File: src/pkg/fbcfg_pkg.sv
package fbcfg_pkg;

    // Register addresses on the internal register port
    localparam logic [7:0] ADDR_FEEDBACK_SEL = 8'h04;
    localparam logic [7:0] ADDR_DROOP_FAULT = 8'h05;
    localparam logic [7:0] ADDR_STATUS = 8'h07;

    // Reset values
    localparam logic [7:0] RST_FEEDBACK_SEL = 8'h03;
    localparam logic [7:0] RST_DROOP_FAULT = 8'hE0;

    // Writable bit masks; all other bits are reserved
    localparam logic [7:0] WMASK_FEEDBACK_SEL = 8'h83;
    localparam logic [7:0] WMASK_DROOP_FAULT = 8'hEF;

    // Field positions
    localparam int FB_SEL_BIT = 7;
    localparam int SC_EN_BIT = 7;
    localparam int OC_EN_BIT = 6;
    localparam int OV_EN_BIT = 5;
    localparam int DROOP_SRC_BIT = 3;
    localparam int FLAG_SC_BIT = 7;
    localparam int FLAG_OC_BIT = 6;
    localparam int FLAG_OV_BIT = 5;

    // Internal divider ratio codes, in units of 1/10000
    localparam logic [1:0] RATIO_2256 = 2'h0;
    localparam logic [1:0] RATIO_1128 = 2'h1;
    localparam logic [1:0] RATIO_0752 = 2'h2;
    localparam logic [1:0] RATIO_0564 = 2'h3;

    // Droop rise step per code, in millivolts at the full sense differential
    localparam int DROOP_STEP_MV = 100;
    localparam int DROOP_SENSE_MV = 50;

    // Register access request
    typedef struct packed {
        logic wr;
        logic rd;
        logic [7:0] addr;
        logic [7:0] wdata;
    } reg_req_s;

    // Fault conditions from the power stage
    typedef struct packed {
        logic short_circuit;
        logic overcurrent;
        logic overvoltage;
    } fault_s;

endpackage

File: src/hdl/fault_flag_bit.sv
`timescale 1ns/1ps
// Sticky fault flag: set by condition, cleared by a status read; set wins
module fault_flag_bit (
    input wire logic i_clk_sys,
    input wire logic i_rst,
    input wire logic i_cond,
    input wire logic i_clear,
    output logic o_flag
);
    logic flag_r;
    logic flag_nxt;

    // Condition still present at the read re-sets the flag at once
    assign flag_nxt = i_cond | (flag_r & ~i_clear);

    always_ff @(posedge i_clk_sys) begin
        if (i_rst) begin
            flag_r <= 1'b0;
        end else begin
            flag_r <= flag_nxt;
        end
    end

    assign o_flag = flag_r;
endmodule // fault_flag_bit

File: src/hdl/feedback_and_droop_config_regs.sv
`timescale 1ns/1ps
module feedback_and_droop_config_regs
    import fbcfg_pkg::*;
(
    input wire logic i_clk_sys,
    input wire logic i_rst,
    input wire reg_req_s i_req,
    input wire fault_s i_fault,
    output logic [7:0] o_rdata,
    output logic o_fb_pin_out,
    output logic o_fb_pin_oe,
    output logic o_use_external_feedback,
    output logic [1:0] o_internal_divider_ratio,
    output logic o_droop_comp_source,
    output logic [2:0] o_cable_droop_comp_level,
    output logic [9:0] o_droop_rise_mv
);
    logic [7:0] fb_sel_r;
    logic [7:0] droop_r;
    logic [7:0] rdata_r;
    logic pin_out_r;
    logic pin_oe_r;
    logic [9:0] rise_r;
    logic flag_sc;
    logic flag_oc;
    logic flag_ov;

    // One address compare shared by the strobes, the read mux and the checks
    function automatic logic reg_hit(input logic [7:0] addr, input logic [7:0] target);
        return addr == target;
    endfunction

    // Address decode; unmapped addresses fall through and change nothing
    wire hit_fb = reg_hit(i_req.addr, ADDR_FEEDBACK_SEL);
    wire hit_droop = reg_hit(i_req.addr, ADDR_DROOP_FAULT);
    wire hit_status = reg_hit(i_req.addr, ADDR_STATUS);
    wire wr_fb = i_req.wr && hit_fb;
    wire wr_droop = i_req.wr && hit_droop;
    wire rd_status = i_req.rd && hit_status;

    // Only writable bits are stored, so reserved bits stay zero
    wire [7:0] fb_sel_nxt = wr_fb ? (i_req.wdata & WMASK_FEEDBACK_SEL) : fb_sel_r;
    wire [7:0] droop_nxt = wr_droop ? (i_req.wdata & WMASK_DROOP_FAULT) : droop_r;

    // Status view: the three sticky flags, other bits left zero here
    wire [7:0] status_view = {flag_sc, flag_oc, flag_ov, 5'h00};

    // Read mux registered from the address alone, so no read strobe is needed
    wire [7:0] rdata_nxt = hit_fb ? fb_sel_r :
                           hit_droop ? droop_r :
                           hit_status ? status_view : 8'h00;

    // Enabled fault indications
    wire any_fault = (flag_sc & droop_r[SC_EN_BIT]) | (flag_oc & droop_r[OC_EN_BIT])
                   | (flag_ov & droop_r[OV_EN_BIT]);

    // Pin is driven only in internal-feedback mode; external mode releases it
    wire pin_oe_nxt = ~fb_sel_nxt[FB_SEL_BIT];
    // Active-low indicator: low on an enabled fault flag, high otherwise
    wire pin_out_nxt = ~any_fault;

    // Droop rise applies only with internal compensation
    wire [9:0] rise_nxt = droop_nxt[DROOP_SRC_BIT] ? 10'h000 :
        10'(DROOP_STEP_MV) * {7'h00, droop_nxt[2:0]};

    // Per-flag sticky bits; a read in the set cycle keeps the flag
    fault_flag_bit u_sc (
        .i_clk_sys(i_clk_sys),
        .i_rst(i_rst),
        .i_cond(i_fault.short_circuit),
        .i_clear(rd_status),
        .o_flag(flag_sc)
    );
    fault_flag_bit u_oc (
        .i_clk_sys(i_clk_sys),
        .i_rst(i_rst),
        .i_cond(i_fault.overcurrent),
        .i_clear(rd_status),
        .o_flag(flag_oc)
    );
    fault_flag_bit u_ov (
        .i_clk_sys(i_clk_sys),
        .i_rst(i_rst),
        .i_cond(i_fault.overvoltage),
        .i_clear(rd_status),
        .o_flag(flag_ov)
    );

    // Configuration storage and registered outputs
    always_ff @(posedge i_clk_sys) begin
        if (i_rst) begin
            fb_sel_r <= RST_FEEDBACK_SEL;
            droop_r <= RST_DROOP_FAULT;
            rdata_r <= 8'h00;
            pin_out_r <= 1'b1;
            pin_oe_r <= 1'b1;
            rise_r <= 10'h000;
        end else begin
            fb_sel_r <= fb_sel_nxt;
            droop_r <= droop_nxt;
            rdata_r <= rdata_nxt;
            pin_out_r <= pin_out_nxt;
            pin_oe_r <= pin_oe_nxt;
            rise_r <= rise_nxt;
        end
    end

    assign o_rdata = rdata_r;
    assign o_fb_pin_out = pin_out_r;
    assign o_fb_pin_oe = pin_oe_r;
    assign o_use_external_feedback = fb_sel_r[FB_SEL_BIT];
    assign o_internal_divider_ratio = fb_sel_r[1:0];
    assign o_droop_comp_source = droop_r[DROOP_SRC_BIT];
    assign o_cable_droop_comp_level = droop_r[2:0];
    assign o_droop_rise_mv = rise_r;
endmodule // feedback_and_droop_config_regs

File: config.mk
export PLATFORM = sky130hd
export DESIGN_NAME = feedback_and_droop_config_regs
export DESIGN_NICKNAME = d
export VERILOG_FILES = /design/src/pkg/fbcfg_pkg.sv /design/src/hdl/fault_flag_bit.sv /design/src/hdl/feedback_and_droop_config_regs.sv
export SDC_FILE = /design/constraint.sdc
export NUM_CORES = 1
export LEC_CHECK = 0
export BUFFER_PORTS_ARGS = -buffer_cell sky130_fd_sc_hd__buf_2
export CORE_MARGIN = 2
export CORE_UTILIZATION = 45
export CTS_BUF_LIST = sky130_fd_sc_hd__clkbuf_2
export DETAILED_ROUTE_END_ITERATION = 8
export PLACE_DENSITY = 0.74
export SLEW_MARGIN = 20
export SYNTH_ARGS = -nofsm -noshare
export SYNTH_HDL_FRONTEND = slang
export SYNTH_SLANG_ARGS = --single-unit
File: constraint.sdc
create_clock -name i_clk_sys -period 2.8 [get_ports i_clk_sys]
set_input_delay 0.56 -clock i_clk_sys [delete_from_list [all_inputs] [get_ports i_clk_sys]]
set_output_delay 0.56 -clock i_clk_sys [all_outputs]
set_load 0.01 [all_outputs]
# Word-level counts from Yosys, hierarchy flattened
# Cells that the tools add are included.
[word_totals]
ff_bits = 33
latchBits = 0
ramBits = 0
mem_bits_ro = 0
out_inout_bits = 27
wordCells = 43
mem_count = 0
[op_classes]
add_sub_neg = 0
mul = 1
div_mod_pow = 0
magnitude_cmp = 0
n_eq_ne = 3
shift = 0
muxes = 5
bitwise = 14
reduce_logical = 6
[ops]
columns = ["op", "n"]
rows = [
  ["two-way mux 8 bit", 4],
  ["== test 8 x 3 -> 1 bit, second input constant", 3],
  ["multiplier 5 x 3 -> 8 bit, first input constant", 1],
  ["bitwise AND 1 bit", 6],
  ["bitwise OR 1 bit", 5],
  ["two-way mux 4 bit", 1],
  ["OR reduction 2 bit", 2],
  ["logical AND 1 bit", 3],
  ["NOT 1 bit", 3],
  ["OR reduction 3 bit", 1],
]

# Longest topological paths before layout
[logic_depth]
depth_word = 5
depth_mapped = 10
mapped_depth_nobuf = 8

# By module
# A second synthesis with hierarchy kept.
[unflattened]
cells_unflattened = 143
area_unflattened_um2 = 1346.3
[by_module_without_submodules]
columns = ["mod", "instances", "cells_per_inst", "area_each_um2", "seq_area_each_um2"]
rows = [
  ["feedback_and_droop_config_regs", 1, 131, 1229.9, 520.5],
  ["fault_flag_bit", 3, 4, 38.8, 20.0],
]

# Least setup slack after synthesis
# OpenSTA, ideal clock, no wires.
[synth_path]
path_type = "input to register"
start = "input i_req[15] (netlist bit)"
end = "register rise_r[7], in the netlist o_droop_rise_mv[7]"
setup_ns = 0.134
arrival_time_ns = 2.324
slack_ns = 0.342
stages = 7
cell_sequence = "nor4b_1 nand4_1 and2_1 ha_1 inv_1 ha_1 a21boi_0"
[synth_via]
elab_chain_cells = 4
[synth_rtl]
columns = ["item", "line", "text"]
rows = [
  ["from (decl)", "feedback_and_droop_config_regs.sv:7", "input wire reg_req_s i_req,"],
  ["== test 8 x 3 -> 1 bit (*)", "feedback_and_droop_config_regs.sv:30", "return addr == target;"],
  ["logical AND 1 bit (*)", "feedback_and_droop_config_regs.sv:38", "wire wr_droop = i_req.wr && hit_droop;"],
  ["two-way mux 4 bit (*)", "feedback_and_droop_config_regs.sv:43", "wire [7:0] droop_nxt = wr_droop ? (i_req.wdata & WMASK_DROOP_FAULT) : droop_r;"],
  ["multiplier 5 x 3 -> 8 bit / OR reduction 2 bit (equally long branches)", "-", ""],
  ["to (signal assigned)", "feedback_and_droop_config_regs.sv:104", "rise_r <= rise_nxt;"],
  ["to (decl)", "feedback_and_droop_config_regs.sv:23", "logic [9:0] rise_r;"],
]
# Mark *: on every way between the ends. The rest lies on a longest branch, timed or not.
# A chain may end at the register's enable or synchronous reset.

# Worst setup path after layout
[layout_path]
start = "input i_req[8] (netlist bit)"
end = "register rise_r[7], in the netlist o_droop_rise_mv[7]"
# The elaborated chain is that of the path after synthesis.

==> flow_summary_export.csv <==
group,metric,value,unit
sta,setup-violations-final,0,
outcome,run_status,"complete, no violations",
detailed_routing,detail_route.first_pass.iterations,4,
floorplanning,die_h,58.6,um
power,p_seq_share,53.8,%
hold_path,worst_hold_path_type,"in2reg",
detailed_routing,first_iter_violations,32,
detailed_routing,drc_errors_left,0,
floorplanning,die_w,58.6,um
sta,max_clock_freq,0.440,GHz
sta,hold_viol,0,
worst_setup_path,cpLargestDelayFamily,"simple AND/OR/NAND/NOR gates",
worst_setup_path,timing.critical_path.cells,"buf_2 > or3b_2 > o31ai_1 > and2_1 > ha_1 > inv_1 > ha_1 > a21boi_0",
final_layout,final_antenna_diode_count,0,
detailed_routing,wl_met1,1290,um
cts,postCtsSetupBuffers,0,
cts,cts-htree-levels,2,
placement,placed_area,1550,sq um
synth,avgSynthCellArea,9.44,sq um
worst_setup_path,cp.arrival,2.52,ns
worst_setup_path,rr_startpoint,"droop_r[1]",
detailed_routing,top_signal_layer_used,"met4",
worst_setup_path,critical_path.endpoint_type,"register",
global_routing,largest_net_degree_at_the_start_of_global_routing,30,
synth,synth-seq-cells,29,
flow_run,number_of_max_capacitance_violations_reported,0,
worst_setup_path,worstRegToRegCells,6,
power,cellPowerDensity,485,nW/um^2
worst_setup_path,cpMostUsedCell,"sky130_fd_sc_hd__ha_1",
worst_setup_path,critical-path-max-stage-delay,0.57,ns
power,clkPwrFrac,37.5,%
worst_setup_path,worstSetupStartpointType,"primary input",
placement,dp_hpwl,2150,um
cts,clock_tree.root_cell,"sky130_fd_sc_hd__clkbuf_2",
worst_setup_path,crit_required,3.05,ns
placement,routability_driven_placement_congestion_ratio,0.893,
sta,setup_clock_skew_after_layout,0.00467,ns
synth,post_synth_inst_count,142,
synth,part_of_the_yosys_area_used_for_sequential_elements,43.3,%
worst_setup_path,worstSetupPathType,"in2reg",
cts,cts_num_sinks,29,
cts,cts_hold_buf,0,
final_layout,num-fill-cells,251,
worst_setup_path,timing.critical_path.buf_inv,2,
global_routing,grt_use_total,17.7,%
global_routing,grt_overflow,0,
sta,finalWorstPathRequiredPeriod,2.27,ns
power,irDropWorstVdd,0.431,mV
detailed_routing,wirelength,2830,um
cts,clockBufferDepth,2,
power,sw_frac_of_total,23.4,%
final_layout,stdcell_area,1610,sq um
floorplanning,placeableCoreArea,2780,sq um
cts,cts.reportedPaths.clkPinSlew,0.14,ns
worst_setup_path,regToRegEndpoint,"o_droop_rise_mv[7]",
power,internal_power,599,uW
worst_setup_path,critPathMaxFanout,7,
worst_setup_path,crit_path_top_delay_cell,"sky130_fd_sc_hd__or3b_2",
detailed_routing,wl_met3,260,um
cts,clock_insertion_delay_worst_skew,0.36,ns
hold_path,worstHoldEndpoint,"droop_r[3]",
final_layout,multi_input_comb_area,668,sq um
final_layout,final-seq-area,581,sq um
global_routing,grt_pass1_wl,4510,um
sta,drv_slew,0,
sta,period_share,81.2,%
worst_setup_path,setup.reg_to_reg.worst_slack,1.15,ns
power,total_switching_power,183,uW
detailed_routing,viasPerCell,5.32,
power,power.combinational.fraction,8.8,%
final_layout,layout_common_cells,"sky130_fd_sc_hd__buf_2, sky130_fd_sc_hd__dfxtp_1, sky130_fd_sc_hd__nor2_1, sky130_fd_sc_hd__mux2i_1, sky130_fd_sc_hd__nand2_1",
synth,synth_cell_type_count,34,
synth,syn_area,1340,sq um
cts,cts_resized,0,
detailed_routing,vias_after_detailed_routing,1155,
synth,synthesis.yosys.warnings,0,
floorplanning,fp.dieArea,3430,sq um
detailed_routing,avgRoutedWirePerCell,13.1,um
final_layout,final_nets,211,
detailed_routing,met2_length,1240,um
power,p_leak,0.000732,uW
hold_path,timing.hold.worst_path_depth,3,
cts,cts_buf_count,5,
hold_path,hold_path_startpoint,"i_req[3]",
final_layout,area_growth,20.2,%
final_layout,post_route_cells_drive_above_1_share,33.9,%
detailed_routing,final_antenna_net_count,0,
cts,cts_tree,"done",
sta,grt_setup_unrepaired,"no",
floorplanning,initial_core_util,48.2,%
sta,setup_tns,0,ns
floorplanning,cell_rows,19,
final_layout,mostFrequentLayoutCell,"sky130_fd_sc_hd__buf_2",
global_routing,antenna_found_initial,0,
placement,place.port_buffers,45,
global_routing,first_global_vias,1001,
floorplanning,floorplan.io_pins,50,
per-stage QoR:
| stage | worst slack (ns) | utilization [%] | cells | power [uW] | hold WS [ns] |
|---|---|---|---|---|---|
| floorplan | 0.342 | - | 144 | 474 | 0.461 |
| global placement | 0.237 | 55.6 | 209 | 495 | 0.493 |
| detailed placement | 0.174 | 55.6 | 209 | 497 | 0.498 |
| CTS | 0.551 | 57.9 | 217 | 789 | 0.443 |
| global route | 0.421 | 57.9 | 217 | 815 | 0.430 |
| finish | 0.527 | 57.9 | 217 | 781 | 0.459 |
sequential cells by signal (all words and copies together), names as in the netlist:
| register | cells |
|---|---|
| droop_r | 7 |
| fb_sel_r | 3 |
| o_droop_rise_mv | 7 |
| o_fb_pin_oe | 1 |
| o_fb_pin_out | 1 |
| o_rdata | 7 |
| u_oc.o_flag | 1 |
| u_ov.o_flag | 1 |
| u_sc.o_flag | 1 |
cell families (layout without fill, tap and decap cells):
logic type | Yosys count | in the layout | share of synthesized area (%)
DFF | 29 | 29 | 43.3
muxes | 16 | 16 | 12.4
adders and majority gates | 3 | 3 | 2.80
xor gates and xnor gates | 1 | 1 | 0.654
AOI/OAI and AO/OA | 17 | 17 | 8.78
and+or+nand+nor | 59 | 59 | 24.4
buffers and inverters | 16 | 58 | 7.38
other | 1 | 3 | 0.280
cells in the mapped netlist, drive strengths merged:
| library cell | count | share of area, % |
|---|---|---|
| a21boi | 2 | 1.1 |
| ha | 3 | 2.8 |
| or4b | 1 | 1.0 |
| a222oi | 1 | 0.75 |
| or3b | 1 | 0.65 |
| a211oi | 3 | 1.7 |
| nand3 | 2 | 0.75 |
| xnor2 | 1 | 0.65 |
| nor2b | 3 | 1.4 |
| buf | 10 | 5.7 |
| a21oi | 5 | 1.9 |
| inv | 1 | 0.28 |
| nor4b | 4 | 3.7 |
| nor2 | 21 | 5.9 |
| nor4 | 2 | 0.93 |
| nor3 | 4 | 2.3 |
| a22oi | 1 | 0.56 |
| nor3b | 1 | 0.56 |
| conb | 1 | 0.28 |
| o31ai | 5 | 2.8 |
| mux2 | 2 | 2.0 |
| nand2b | 1 | 0.47 |
| and2 | 1 | 0.47 |
| nand2 | 12 | 3.4 |
| mux2i | 14 | 10 |
| or2 | 1 | 0.47 |
| dfxtp | 29 | 43 |
| nand4 | 5 | 2.3 |
| clkbuf | 5 | 1.4 |
how the worst max path moves through the flow:
| stage | end | from | cells after the start | slack [ns] |
|---|---|---|---|---|
| final | o_droop_rise_mv[7] | i_req[8] | 8 | 0.53 |
| after global routing | o_droop_rise_mv[7] | i_req[8] | 8 | 0.42 |
| after CTS | o_droop_rise_mv[7] | i_req[8] | 8 | 0.55 |
| after detailed placement | o_droop_rise_mv[7] | i_req[8] | 8 | 0.17 |
| after global placement | o_droop_rise_mv[7] | i_req[8] | 8 | 0.24 |
| after floorplan | o_droop_rise_mv[7] | i_req[15] | 7 | 0.34 |
metal layers:
layer | track usage [%] | vias to the layer above
li1 | - | 582
met4 | 7.79 | 0
met2 | 26.5 | 47
met3 | 7.25 | 8
met5 | 0 | -
met1 | 22.6 | 518
power by group through the flow:
stage	sequential [uW]	combinational [uW]	clock, uW
2_1_floorplan	430	44.0	0
3_5_place_dp	429	67.8	0
6_report	420	68.4	293
4_1_cts	420	68.1	301
3_3_place_gp	429	65.8	0
5_1_grt	421	76.0	318
worst reg2reg max path, delay by kind of cell (launching register included):
family                     cells  cell delay (ns)
adders and majority gates      2             0.55
DFF                            1             0.48
AOI/OAI and AO/OA              2             0.28
and+or+nand+nor                1             0.20
buffers and inverters          1             0.04
final cells by class:
class / count / share of cell area (%)
flip-flops and latches: 29 / 36.1
clock buffers: 6 / 1.86
well taps: 31 / 2.41
multi-input cells: 99 / 41.5
repair buffers: 49 / 15.9
inverters: 1 / 0.233
clock inverters: 2 / 2.10
Power figures use the tool's default switching activity.
